**config.mk**
```make
export PLATFORM = sky130hd
export DESIGN_NAME = serial_cmd_core
export DESIGN_NICKNAME = d
export VERILOG_FILES = /design/src/rtl/serial_cmd_pkg.sv /design/src/rtl/dec_accum.sv /design/src/rtl/serial_cmd_core.sv
export SDC_FILE = /design/constraint.sdc
export NUM_CORES = 1
export LEC_CHECK = 0
export ABC_AREA = 1
export BUFFER_PORTS_ARGS = -buffer_cell sky130_fd_sc_hd__buf_2
export CORE_MARGIN = 1.5
export CORE_UTILIZATION = 40
export DETAILED_ROUTE_END_ITERATION = 7
export GPL_ROUTABILITY_DRIVEN = 0
export SLEW_MARGIN = 30
export SYNTH_ARGS = -nofsm -noshare
export SYNTH_HDL_FRONTEND = slang
export SYNTH_SLANG_ARGS = --single-unit
```
**constraint.sdc**
```tcl
create_clock -name sys_clk -period 27.1 [get_ports sys_clk]
set_input_delay 5.42 -clock sys_clk [delete_from_list [all_inputs] [get_ports sys_clk]]
set_output_delay 5.42 -clock sys_clk [all_outputs]
set_load 0.05 [all_outputs]
```
**src/rtl/serial_cmd_pkg.sv**
```systemverilog
// constants and carrier types for the serial remote command interpreter
// assumes a byte-level receiver and transmitter outside (no bit timing here)
package serial_cmd_pkg;
    // frame characters
    localparam logic [7:0] CH_SPACE = 8'h20;
    localparam logic [7:0] CH_CR    = 8'h0D;
    localparam logic [7:0] CH_LF    = 8'h0A;
    localparam logic [7:0] CH_POINT = 8'h2E;
    localparam logic [7:0] CH_MINUS = 8'h2D;
    localparam logic [7:0] CH_UNDER = 8'h5F;
    localparam logic [7:0] CH_ADDR  = 8'h41;
    localparam logic [7:0] CH_ZERO  = 8'h30;
    localparam logic [7:0] CH_NINE  = 8'h39;

    // command word storage and parameter format
    localparam int         WORD_LEN  = 12;
    localparam int         VAL_W     = 24;
    localparam int         ADDR_DIGS = 3;
    localparam logic [1:0] FRAC_MAX  = 2'h2;

    // register offsets (byte addresses)
    localparam logic [3:0] REG_CTRL = 4'h0;
    localparam logic [3:0] REG_ADDR = 4'h4;
    localparam logic [3:0] REG_STAT = 4'h8;
    localparam logic [3:0] REG_DROP = 4'hC;

    // control and status register fields
    localparam int CTRL_REMOTE = 0;
    localparam int CTRL_LINK   = 1;
    localparam int CTRL_SPSER  = 2;
    localparam int CTRL_SPLINK = 3;
    localparam int STAT_STOP   = 0;
    localparam int STAT_OPEN   = 1;
    localparam int STAT_REMOTE = 2;

    typedef struct packed {
        logic       remote_sel;
        logic       link_485;
        logic       sp_serial;
        logic       sp_485;
        logic [9:0] instrument_bus_address;
    } cfg_t;

    localparam cfg_t CFG_RST = '{1'b0, 1'b0, 1'b0, 1'b0, 10'h000};

    typedef struct packed {
        logic       valid;
        logic [7:0] data;
    } byte_t;

    typedef struct packed {
        logic       valid;
        logic       last;
        logic [7:0] data;
    } resp_t;

    typedef struct packed {
        logic [WORD_LEN*8-1:0] word;
        logic [3:0]            len;
        logic                  has_param;
        logic [VAL_W-1:0]      value;
    } cmd_t;

    typedef enum logic [3:0] {
        S_IDLE, S_ADDR, S_SEP, S_WORD, S_PARAM, S_SKIP, S_EXEC, S_PFX, S_REPLY, S_LF
    } parse_state_t;
endpackage

```
**src/rtl/dec_accum.sv**
```systemverilog
// decimal digit accumulator: value = value * 10 + digit
// assumes digits arrive one per enabled cycle; overflow wraps silently
module dec_accum #(
    parameter int W = 24
) (
    input  wire logic         sys_clk, // system clock
    input  wire logic         rst,     // async reset, active high
    input  wire logic         clr,     // restart at zero
    input  wire logic         en,      // take one digit
    input  wire logic [3:0]   digit,   // digit value 0..9
    output logic      [W-1:0] value    // accumulated value
);
    logic [W-1:0] acc_q;
    logic [W-1:0] acc_d;

    // clear wins, a new frame never inherits digits
    always_comb begin
        acc_d = acc_q;
        if (clr) begin
            acc_d = '0;
        end else if (en) begin
            acc_d = W'(acc_q * W'(10) + W'(digit));
        end
    end

    always_ff @(posedge sys_clk or posedge rst) begin
        if (rst) begin
            acc_q <= '0;
        end else begin
            acc_q <= acc_d;
        end
    end

    assign value = acc_q;
endmodule

```
**src/rtl/serial_cmd_core.sv**
```systemverilog
// serial remote command interpreter: frame parser, command dispatch, reply
// assumes byte-level rx/tx outside, an application that answers read commands
// with a byte stream, and an external store that keeps the settings
//
// Contract
// - frame is address, command, space, parameter, then carriage return
// - every read reply ends with a line feed
// - transmit only while answering a read query, never unsolicited
// - commands split into read type and write type
// - write commands applied only in remote mode
// - on RS485 an A plus three digits precedes each command
// - parameters are decimal text with a period separator
// - selecting remote mode enters remote stop and shows it
// - interface settings kept in non-volatile storage
// - setpoints taken only when setpoint source matches the link type
module serial_cmd_core #(
    parameter int DROP_W = 8
) (
    input  wire logic                      sys_clk,     // 250 MHz clock
    input  wire logic                      rst,         // async reset, active high
    input  wire logic [3:0]                reg_addr,    // register byte address
    input  wire logic [31:0]               reg_wdata,   // register write data
    input  wire logic                      reg_wr,      // write strobe
    input  wire logic                      reg_rd,      // read strobe
    output logic      [31:0]               reg_rdata,   // read data, cycle after
    input  wire serial_cmd_pkg::byte_t     rx_i,        // received byte
    output serial_cmd_pkg::byte_t          tx_o,        // byte to transmit
    input  wire logic                      tx_ready,    // transmitter takes byte
    input  wire serial_cmd_pkg::resp_t     resp_i,      // reply bytes from app
    output logic                           resp_ready,  // reply byte taken
    output serial_cmd_pkg::cmd_t           cmd_o,       // command from the last complete frame
    output logic                           wr_stb,      // write command pulse
    output logic                           rd_stb,      // read command pulse
    output logic                           remote_stop, // remote stop shown
    output serial_cmd_pkg::cfg_t           nv_cfg,      // settings to store
    output logic                           nv_save,     // store request pulse
    input  wire logic                      nv_load,     // restore pulse
    input  wire serial_cmd_pkg::cfg_t      nv_cfg_in    // settings from store
);
    import serial_cmd_pkg::*;

    parse_state_t      st_q, st_d;
    logic [WORD_LEN*8-1:0] word_q, word_d;
    logic [3:0]        len_q, len_d;
    logic              neg_q, neg_d, point_q, point_d, seen_q, seen_d;
    logic [1:0]        frac_q, frac_d, adig_q, adig_d;
    logic [2:0]        pidx_q, pidx_d;
    logic [DROP_W-1:0] drops_q, drops_d;
    logic              open_q, open_d, wr_q, wr_d, rd_q, rd_d, rr_q, rr_d;
    logic              stop_q, stop_d, rsel_q, save_q, save_d;
    byte_t             tx_q, tx_d;
    cmd_t              cmd_q, cmd_d;
    cfg_t              cfg_q, cfg_d;
    logic [31:0]       rdata_q, rdata_d;
    logic              acc_clr, acc_en, adr_en, bad, is_dig, addr_ok;
    logic              is_out, is_in, is_sp, is_start, sp_ok;
    logic [VAL_W-1:0]  acc_val, scaled;
    logic [9:0]        adr_val;
    logic [7:0]        pfx_char;

    // parameter digits and address digits share one accumulator design
    dec_accum #(.W(VAL_W)) u_param (
        .sys_clk (sys_clk),
        .rst     (rst),
        .clr     (acc_clr),
        .en      (acc_en),
        .digit   (rx_i.data[3:0]),
        .value   (acc_val)
    );
    dec_accum #(.W(10)) u_addr (
        .sys_clk (sys_clk),
        .rst     (rst),
        .clr     (acc_clr),
        .en      (adr_en),
        .digit   (rx_i.data[3:0]),
        .value   (adr_val)
    );

    // command classification from the stored word
    always_comb begin
        is_dig   = (rx_i.data >= CH_ZERO) && (rx_i.data <= CH_NINE);
        is_out   = word_q[WORD_LEN*8-1 -: 24] == "OUT";
        is_in    = word_q[WORD_LEN*8-1 -: 16] == "IN";
        is_sp    = word_q[WORD_LEN*8-1 -: 48] == "OUT_SP";
        is_start = (word_q[WORD_LEN*8-1 -: 88] == "OUT_MODE_05") && (len_q == 4'hB);
        // setpoint source must match the link
        sp_ok    = !is_sp || (cfg_q.sp_serial && (cfg_q.sp_485 == cfg_q.link_485));
        addr_ok  = !cfg_q.link_485 || (adr_val == cfg_q.instrument_bus_address);
        // fixed point in hundredths, period gives fraction digits
        unique case (frac_q)
            2'h0:    scaled = VAL_W'(acc_val * VAL_W'(100));
            2'h1:    scaled = VAL_W'(acc_val * VAL_W'(10));
            default: scaled = acc_val;
        endcase
        unique case (pidx_q)
            3'h0:    pfx_char = CH_ADDR;
            3'h1:    pfx_char = CH_ZERO | 8'(cfg_q.instrument_bus_address / 10'd100);
            3'h2:    pfx_char = CH_ZERO | 8'((cfg_q.instrument_bus_address / 10'd10) % 10'd10);
            3'h3:    pfx_char = CH_ZERO | 8'(cfg_q.instrument_bus_address % 10'd10);
            default: pfx_char = CH_UNDER;
        endcase
    end

    // frame parser, dispatch and reply sequencing
    always_comb begin
        st_d = st_q; word_d = word_q; len_d = len_q; neg_d = neg_q;
        point_d = point_q; seen_d = seen_q; frac_d = frac_q; adig_d = adig_q;
        pidx_d = pidx_q; drops_d = drops_q; open_d = open_q; cmd_d = cmd_q;
        wr_d = 1'b0; rd_d = 1'b0; acc_clr = 1'b0; acc_en = 1'b0; adr_en = 1'b0;
        bad = 1'b0;
        tx_d = tx_q;
        tx_d.valid = tx_q.valid && !tx_ready;
        unique case (st_q)
            // a frame starts with address or command word
            S_IDLE: if (rx_i.valid && rx_i.data != CH_CR) begin
                acc_clr = 1'b1; word_d = '0; len_d = 4'h0; neg_d = 1'b0;
                point_d = 1'b0; seen_d = 1'b0; frac_d = 2'h0; adig_d = 2'h0;
                // RS485 frames open with the address letter
                if (cfg_q.link_485) begin
                    if (rx_i.data == CH_ADDR) st_d = S_ADDR;
                    else bad = 1'b1;
                end else if (rx_i.data == CH_SPACE) begin
                    bad = 1'b1;
                end else begin
                    word_d[WORD_LEN*8-1 -: 8] = rx_i.data;
                    len_d = 4'h1;
                    st_d = S_WORD;
                end
            end
            S_ADDR: if (rx_i.valid) begin
                if (is_dig) begin
                    adr_en = 1'b1;
                    adig_d = adig_q + 2'h1;
                    if (adig_q == 2'(ADDR_DIGS - 1)) st_d = S_SEP;
                end else bad = 1'b1;
            end
            S_SEP: if (rx_i.valid) begin
                if (rx_i.data == CH_UNDER) st_d = S_WORD;
                else bad = 1'b1;
            end
            S_WORD: if (rx_i.valid) begin
                if (rx_i.data == CH_CR && len_q != 4'h0) st_d = S_EXEC;
                else if (rx_i.data == CH_SPACE && len_q != 4'h0) st_d = S_PARAM;
                else if (rx_i.data == CH_CR || rx_i.data == CH_SPACE) bad = 1'b1;
                else if (len_q == 4'(WORD_LEN)) bad = 1'b1;
                else begin
                    word_d[8*(WORD_LEN-1-int'(len_q)) +: 8] = rx_i.data;
                    len_d = len_q + 4'h1;
                end
            end
            // optional sign, digits, one period, up to two fraction digits
            S_PARAM: if (rx_i.valid) begin
                if (rx_i.data == CH_CR) begin
                    if (seen_q) st_d = S_EXEC;
                    else bad = 1'b1;
                end else if (rx_i.data == CH_MINUS && !seen_q && !neg_q && !point_q) begin
                    neg_d = 1'b1;
                end else if (rx_i.data == CH_POINT && !point_q) begin
                    point_d = 1'b1;
                end else if (is_dig && !(point_q && frac_q == FRAC_MAX)) begin
                    acc_en = 1'b1;
                    seen_d = 1'b1;
                    if (point_q) frac_d = frac_q + 2'h1;
                end else bad = 1'b1;
            end
            // wait for the terminator before listening again
            S_SKIP: if (rx_i.valid && rx_i.data == CH_CR) st_d = S_IDLE;
            S_EXEC: begin
                st_d = S_IDLE;
                cmd_d = '{word_q, len_q, seen_q, neg_q ? VAL_W'(-scaled) : scaled};
                if (!addr_ok) begin
                    st_d = S_IDLE;
                end else if (is_out && seen_q) begin
                    wr_d = cfg_q.remote_sel && sp_ok;
                end else if (is_in) begin
                    // a reply is opened only by a read query
                    rd_d = 1'b1;
                    open_d = 1'b1;
                    pidx_d = 3'h0;
                    st_d = cfg_q.link_485 ? S_PFX : S_REPLY;
                end else begin
                    drops_d = drops_q + 1'b1;
                end
            end
            // RS485 reply carries own address and an underscore
            S_PFX: if (!tx_d.valid) begin
                tx_d = '{1'b1, pfx_char};
                pidx_d = pidx_q + 3'h1;
                if (pidx_q == 3'h4) st_d = S_REPLY;
            end
            S_REPLY: if (resp_i.valid && rr_q) begin
                tx_d = '{1'b1, resp_i.data};
                if (resp_i.last) st_d = S_LF;
            end
            S_LF: if (!tx_d.valid) begin
                tx_d = '{1'b1, CH_LF};
                st_d = S_IDLE;
            end
        endcase
        // bad byte drops the frame, a CR resyncs at once
        if (bad) begin
            drops_d = drops_q + 1'b1;
            st_d = (rx_i.data == CH_CR) ? S_IDLE : S_SKIP;
        end
        if (tx_q.valid && tx_ready && tx_q.data == CH_LF && st_q != S_REPLY && st_q != S_PFX)
            open_d = 1'b0;
        rr_d = (st_d == S_REPLY) && !tx_d.valid;
    end

    // settings, remote stop and register bus
    always_comb begin
        cfg_d = cfg_q;
        save_d = 1'b0;
        // restore from and save to the external store
        if (nv_load) cfg_d = nv_cfg_in;
        if (reg_wr && reg_addr == REG_CTRL) begin
            cfg_d.remote_sel = reg_wdata[CTRL_REMOTE];
            cfg_d.link_485   = reg_wdata[CTRL_LINK];
            cfg_d.sp_serial  = reg_wdata[CTRL_SPSER];
            cfg_d.sp_485     = reg_wdata[CTRL_SPLINK];
            save_d = 1'b1;
        end
        if (reg_wr && reg_addr == REG_ADDR) begin
            cfg_d.instrument_bus_address = reg_wdata[9:0];
            save_d = 1'b1;
        end
        // entering remote mode lands in remote stop
        stop_d = stop_q;
        if (!cfg_q.remote_sel) stop_d = 1'b0;
        else if (!rsel_q) stop_d = 1'b1;
        else if (wr_d && is_start) stop_d = (scaled == '0);
        // unmapped offsets read zero; data only in the cycle after the strobe
        rdata_d = 32'h0000_0000;
        if (reg_rd) begin
            unique case (reg_addr)
                REG_CTRL: rdata_d = 32'({cfg_q.sp_485, cfg_q.sp_serial,
                                         cfg_q.link_485, cfg_q.remote_sel});
                REG_ADDR: rdata_d = 32'(cfg_q.instrument_bus_address);
                REG_STAT: rdata_d = 32'({cfg_q.remote_sel, open_q, stop_q});
                REG_DROP: rdata_d = 32'(drops_q);
                default:  rdata_d = 32'h0000_0000;
            endcase
        end
    end

    always_ff @(posedge sys_clk or posedge rst) begin
        if (rst) begin
            st_q <= S_IDLE; word_q <= '0; len_q <= 4'h0; neg_q <= 1'b0;
            point_q <= 1'b0; seen_q <= 1'b0; frac_q <= 2'h0; adig_q <= 2'h0;
            pidx_q <= 3'h0; drops_q <= '0; open_q <= 1'b0; wr_q <= 1'b0;
            rd_q <= 1'b0; rr_q <= 1'b0; stop_q <= 1'b0; rsel_q <= 1'b0;
            save_q <= 1'b0; tx_q <= '0; cmd_q <= '0; cfg_q <= CFG_RST;
            rdata_q <= 32'h0000_0000;
        end else begin
            st_q <= st_d; word_q <= word_d; len_q <= len_d; neg_q <= neg_d;
            point_q <= point_d; seen_q <= seen_d; frac_q <= frac_d; adig_q <= adig_d;
            pidx_q <= pidx_d; drops_q <= drops_d; open_q <= open_d; wr_q <= wr_d;
            rd_q <= rd_d; rr_q <= rr_d; stop_q <= stop_d; rsel_q <= cfg_q.remote_sel;
            save_q <= save_d; tx_q <= tx_d; cmd_q <= cmd_d; cfg_q <= cfg_d;
            rdata_q <= rdata_d;
        end
    end

    assign reg_rdata   = rdata_q;
    assign tx_o        = tx_q;
    assign resp_ready  = rr_q;
    assign cmd_o       = cmd_q;
    assign wr_stb      = wr_q;
    assign rd_stb      = rd_q;
    assign remote_stop = stop_q;
    assign nv_cfg      = cfg_q;
    assign nv_save     = save_q;

    // checks on the parser, reply path, remote mode and settings restore
    a_exec_after_cr: assert property (@(posedge sys_clk) disable iff (rst)
        st_q == S_EXEC |-> $past(rx_i.valid) && $past(rx_i.data) == CH_CR)
        else $error("command executed without terminator");
    a_lf_closes_reply: assert property (@(posedge sys_clk) disable iff (rst)
        st_q == S_LF && (!tx_q.valid || tx_ready) |=> tx_o.valid && tx_o.data == CH_LF)
        else $error("reply not closed by line feed");
    a_tx_only_reply: assert property (@(posedge sys_clk) disable iff (rst)
        tx_o.valid |-> open_q)
        else $error("unsolicited transmit");
    a_class_exclusive: assert property (@(posedge sys_clk) disable iff (rst)
        !(wr_stb && rd_stb) &&
        (!wr_stb || cmd_o.word[WORD_LEN*8-1 -: 24] == "OUT") &&
        (!rd_stb || cmd_o.word[WORD_LEN*8-1 -: 16] == "IN"))
        else $error("command class mismatch");
    a_write_remote: assert property (@(posedge sys_clk) disable iff (rst)
        wr_stb |-> $past(cfg_q.remote_sel))
        else $error("write applied outside remote mode");
    a_remote_entry: assert property (@(posedge sys_clk) disable iff (rst)
        $rose(cfg_q.remote_sel) |=> remote_stop)
        else $error("remote stop not entered");
    a_nv_restore: assert property (@(posedge sys_clk) disable iff (rst)
        nv_load && !reg_wr |=> nv_cfg == $past(nv_cfg_in))
        else $error("settings not restored");
    a_sp_source: assert property (@(posedge sys_clk) disable iff (rst)
        wr_stb && cmd_o.word[WORD_LEN*8-1 -: 48] == "OUT_SP" |->
        $past(cfg_q.sp_serial && cfg_q.sp_485 == cfg_q.link_485))
        else $error("setpoint taken from wrong source");
    a_addr_prefix: assert property (@(posedge sys_clk) disable iff (rst)
        st_q == S_PFX && pidx_q == 3'h0 && !tx_q.valid |=> tx_o.data == CH_ADDR)
        else $error("reply prefix missing");
    a_skip_silent: assert property (@(posedge sys_clk) disable iff (rst)
        st_q == S_SKIP && rx_i.valid && rx_i.data == CH_CR |=> st_q == S_IDLE ##1 !wr_stb)
        else $error("dropped frame acted upon");

    c_write_taken: cover property (@(posedge sys_clk) disable iff (rst) wr_stb);
    c_reply_done: cover property (@(posedge sys_clk) disable iff (rst)
        tx_o.valid && tx_ready && tx_o.data == CH_LF);
    c_frame_dropped: cover property (@(posedge sys_clk) disable iff (rst)
        st_q == S_SKIP ##1 st_q == S_IDLE);
endmodule

```
==> impl_metrics.yaml, run 1 <==
grt:
  grt_max_degree: 140
  grt_antenna_before_repair: 6
  grt_pass1_vias: 17700
  grt_pass1_wl_um: 95500
  grt_overflow_total: 0
  gr-usage-all-layers_pct: 22.7
cells_and_area:
  final_cell_count_no_fill: 3481
  layout_common_cells: "nand2_1, inv_1, dfrtp_1"
  syn_to_final_growth_pct: 14.2
  fin_nets: 3014
  utilization_pct: 46.3
  drive_gt1_share_pct: 13.5
  final_common_cell: "nand2_1"
sta:
  final_critical_path_setup_slack_ns: 18.39
  fmax_mhz: 115
  hold_viol_final: 0
  setup_tns_ns: 0
  drv_slew: 0
  maxSlewHeadroom_pct: 35.6
  setup_violations: 0
  skew_ns: 0.0231
  tightest_slew_ns: 0.956
  period_share_pct: 32.2
  rsz0062_at_grt: "false"
  period_needed_ns: 8.71
  holdWs_ns: 0.470
routing:
  drc: 0
  vias_per_cell: 5.28
  postRouteAntennaNets: 0
  post_drt_wl_per_cell_um: 17.3
  vias: 18400
  drt-total-wl_um: 60200
  dr.pass1.iters: 5
  drtIter0Drc: 1591
logic_synthesis:
  yosysWarnings: 0
  yosys.area_share.simple_pct: 23.1
  syn_inst: 2582
  synth_edf_count: 0
  syn_avg_cell_area_um2: 7.88
  yosys_register_bits: 321
  synth-compound-area-share_pct: 14.3
  synth_top_family_by_area: "simple AND/OR/NAND/NOR gates"
  synth-xor-area-share_pct: 3.27
  syn_area_mm2: 0.0203
  synthMuxAreaShare_pct: 0
  ys.flop_type: "dfrtp_1"
  synthAdderAreaFrac_pct: 10.2
  yosysSeqAreaShare_pct: 39.5
  async_flop_share_pct: 100
  synth_cell_types: 64
floorplan:
  start_util_pct: 40.6
  dieArea_mm2: 0.0522
  io_pins: 260
  fp.coreArea_mm2: 0.0502
  num_rows: 82
  die_x_um: 229
  die_y_um: 229
placed_design:
  placedCellCount: 3417
  portBuffers: 215
  pre_cts_slack_ns: 17.95
  dpl.hpwl_um: 45800
clock_network:
  ctsHoldBuffers: 0
  cts.sinks: 321
  cts_root_buf: "clkbuf_16"
  cts_setup_buffers: 0
  cts_max_path_buffers: 3
  cts_tree: "done"
  ctsHtreeMaxLevel: 2
  path_clk_slew_ns: 0.06
  numCtsBuffers: 38
  cts_resized: 0
  clkLatencyLatePin_ns: 0.56
worst_setup_path:
  startpoint: "rx_i[0]"
  cp-start-kind: "primary input"
  rrSetupSlack_ns: 20.77
  end_kind: "flop"
  critical_path_class: "primary input to flop"
  crit_required_ns: 27.55
  crit_slowest_cell: "nor2_1"
  critPathMaxFanout: 15
  r2r-start: "u_param.value[3]"
  path_cells: "buf_2 > inv_1 > nor2_1 > nand2_1 > nor3_1 > nor2_1 > nand2_1 > nor2_1 > inv_1 > nand2_1 > nand2_1 > inv_1 > nand2_1 > inv_1 > nand3_1 > o22ai_1"
  cp_slowest_stage_delay_ns: 0.49
  crit_top_cell: "nand2_1"
  cp.arrival_ns: 9.17
pwr:
  max-vdd-ir-drop_mv: 0.0397
  power_density_mw_per_mm2: 99.2
  leakage_nw: 12.0
status:
  outcome: "completed"
min_path:
  hp-class: "flop to flop"
  hp-start: "cmd_o[71]"
job:
  maxCapViolCount: 0
-- worst max-delay path: cells and delay by family --
kind	cells	cell delay, ns
buffers and inverters	5	1.45
AOI/OAI and AO/OA	1	0.28
and+or+nand+nor	10	2.02
-- final cells by class --
type	instances	area, um2
Fill cell	4941	26900
Multi-Input combinational cell	1790	10500
Sequential cell	321	8030
Inverter	410	1560
Timing Repair Buffer	224	1150
Clock buffer	49	1050
Tap cell	672	841
Clock inverter	13	128
Antenna cell	2	5.00
-- cells in the mapped netlist (38+ instances only) --
cell / instances / area share, %
a21oi_1: 80 / 2.0
o22ai_1: 41 / 1.3
nand3_1: 116 / 2.9
inv_1: 392 / 7.2
xor2_1: 52 / 2.2
ha_1: 133 / 8.2
clkbuf_1: 52 / 0.96
nor3_1: 38 / 0.93
dfrtp_1: 321 / 39
nor2_1: 184 / 3.4
nand2_1: 567 / 10
o21ai_0: 221 / 5.4
-- logic make-up after synthesis --
family                     after synthesis
and+or+nand+nor                       1058
buffers and inverters                  492
AOI/OAI and AO/OA                      480
DFF                                    321
adders and majority gates              154
xor gates and xnor gates                76
other                                    1
-- metal layers --
layer | vias up | share of wire, % | GRT usage [%]
met5 | - | 0.076 | 0
met4 | 8 | 2.2 | 6.35
met3 | 98 | 7.7 | 4.88
met2 | 586 | 44 | 35.3
met1 | 8799 | 46 | 31.7
li1 | 8904 | - | -
-- registers in the layout, indices dropped and copies added, names as in the netlist, 2 cells and up --
name	count
frac_q	2
u_addr.value	10
pidx_q	3
reg_rdata	10
u_param.value	24
cmd_o	125
nv_cfg	14
st_q	4
len_q	4
drops_q	8
tx_o	9
word_q	96
adig_q	2
-- power by group --
group	switching, W	total, W	leakage (nW)	internal (W)
clock network	0.000207	0.000499	0.581	0.000292
logic	0.000820	0.00118	7.10	0.000357
registers	0.0000787	0.000628	4.35	0.000549
-- worst paths after layout --
check,endpoint,cells after the start
max reg2reg,remote_stop,32
min,cmd_o[71],2
max in group asynchronous,tx_o[2],3
max,word_q[70],16
min in group asynchronous,cmd_o[18],2
min reg2reg,cmd_o[71],2
-- per-stage QoR --
step / instance area, um2 / total power, W
final: 23200 / 0.00230
after global routing: 23200 / 0.00249
after CTS: 23200 / 0.00231
after detailed placement: 22000 / 0.00180
after global placement: 22000 / 0.00177
after floorplan: 20400 / 0.00152
(Power assumes the default switching activity.)
==> inputs of run 2 (changes only) <==
==> constraint.sdc (replaced) <==
create_clock -name sys_clk -period 7.8 [get_ports sys_clk]
set_input_delay 1.56 -clock sys_clk [delete_from_list [all_inputs] [get_ports sys_clk]]
set_output_delay 1.56 -clock sys_clk [all_outputs]
set_load 0.05 [all_outputs]
==> impl_metrics.yaml, run 2 (synthesis gave the netlist of run 1 again) <==
grt:
  gr-usage-all-layers_pct: 22.7
  grt_antenna_before_repair: 8
  grt_pass1_wl_um: 95700
  grt_overflow_total: 0
  grt_max_degree: 157
  grt_pass1_vias: 17900
worst_setup_path:
  end_kind: "flop"
  path_depth: 33
  crit_required_ns: 8.21
  rrSetupSlack_ns: 1.71
  cp-start-kind: "flop"
  cp.arrival_ns: 6.50
  critPathBufInv: 4
  r2r-start: "u_param.value[3]"
  critical_path_class: "flop to flop"
  crit_slowest_cell: "dfrtp_1"
  cp_slowest_stage_delay_ns: 0.53
  cp_top_family: "compound AO/OA/AOI/OAI gates"
  rr_worst_depth: 33
  startpoint: "u_param.value[3]"
  reg2reg_to: "remote_stop"
  critPathMaxFanout: 7
routing:
  post_drt_wl_per_cell_um: 17.2
  drt-total-wl_um: 60200
  drc: 0
  vias_per_cell: 5.27
  dr.pass1.iters: 8
  vias: 18400
  postRouteAntennaNets: 0
  drtIter0Drc: 1600
clock_network:
  clkLatencyLatePin_ns: 0.56
  cts_root_buf: "clkbuf_16"
  numCtsBuffers: 38
  cts_resized: 0
  path_clk_slew_ns: 0.06
  ctsHtreeMaxLevel: 2
  ctsHoldBuffers: 0
  cts_setup_buffers: 0
  cts.sinks: 321
  cts_tree: "done"
  cts_max_path_buffers: 3
cells_and_area:
  final_common_cell: "nand2_1"
  fin_nets: 3016
  num-fill-cells: 4962
  multi_input_area_mm2: 0.0105
  layout_common_cells: "nand2_1, inv_1, dfrtp_1"
  largest_reg_flops: 125
  regArea_mm2: 0.00803
  drive_gt1_share_pct: 13.8
  syn_to_final_growth_pct: 15.3
placed_design:
  portBuffers: 215
  dpl.hpwl_um: 45800
  pre_cts_slack_ns: 1.94
sta:
  hold_viol_final: 0
  setup_violations: 0
  rsz0062_at_grt: "false"
  setup_tns_ns: 0
  period_share_pct: 78.0
  fmax_mhz: 164
  tightest_slew_ns: 0.938
  final_critical_path_setup_slack_ns: 1.71
  skew_ns: 0.0220
  period_needed_ns: 6.09
  drv_slew: 0
  maxSlewHeadroom_pct: 37.4
min_path:
  holdPathEnd: "cmd_o[72]"
  hp-start: "cmd_o[72]"
  hp-class: "flop to flop"
  holdPathStages: 2
pwr:
  power_density_mw_per_mm2: 348
  leakage_nw: 12.1
  max-vdd-ir-drop_mv: 0.156
floorplan:
  die_x_um: 229
  dieArea_mm2: 0.0522
  start_util_pct: 40.6
  fp.coreArea_mm2: 0.0502
  io_pins: 260
  num_rows: 82
  die_y_um: 229
job:
  maxCapViolCount: 0
status:
  outcome: "completed"
-- run 2: final cells by class --
cell class / count / share of cell area, %
Multi-Input combinational cell: 1790 / 44.6
Sequential cell: 321 / 34.2
Inverter: 410 / 6.59
Timing Repair Buffer: 226 / 5.13
Clock buffer: 52 / 4.79
Tap cell: 672 / 3.58
Clock inverter: 16 / 0.987
Antenna cell: 4 / 0.0427
-- run 2: metal layers --
layer	wire length [um]	vias up	part of all wire (%)	GRT usage, %
met2	26300	607	44	34.8
met5	46	-	0.076	0
met3	4260	104	7.1	4.52
met4	1590	6	2.6	7.72
met1	28000	8772	46	31.9
li1	-	8900	-	-
-- run 2: tightest hold or removal path, cell delays in order, from the launching register on --
cell and delay, ns:
dfrtp_1 0.34, nand2_1 0.05, nand2_1 0.05
-- run 2: stage by stage --
stage	util, %	cell area, um2	total power, W	cells	hold slack (ns)
floorplan	-	20400	0.00527	2603	0.442
global placement	44.0	22100	0.00614	3418	0.460
detailed placement	44.0	22100	0.00623	3418	0.464
CTS	46.7	23400	0.00820	3486	0.482
global route	46.8	23500	0.00881	3491	0.497
finish	46.8	23500	0.00818	3491	0.474
-- run 2: where the power goes --
part / switching, W / internal [W] / total (W)
clock network: 0.000743 / 0.00118 / 0.00192
registers: 0.000271 / 0.00191 / 0.00218
logic: 0.00282 / 0.00125 / 0.00407
-- run 2: how the worst max path moves through the flow --
stage,end,slack [ns]
after global placement,remote_stop,1.97
after CTS,remote_stop,1.88
after global routing,remote_stop,1.16
after detailed placement,remote_stop,1.94
after floorplan,adig_q[0],1.96
final,remote_stop,1.71
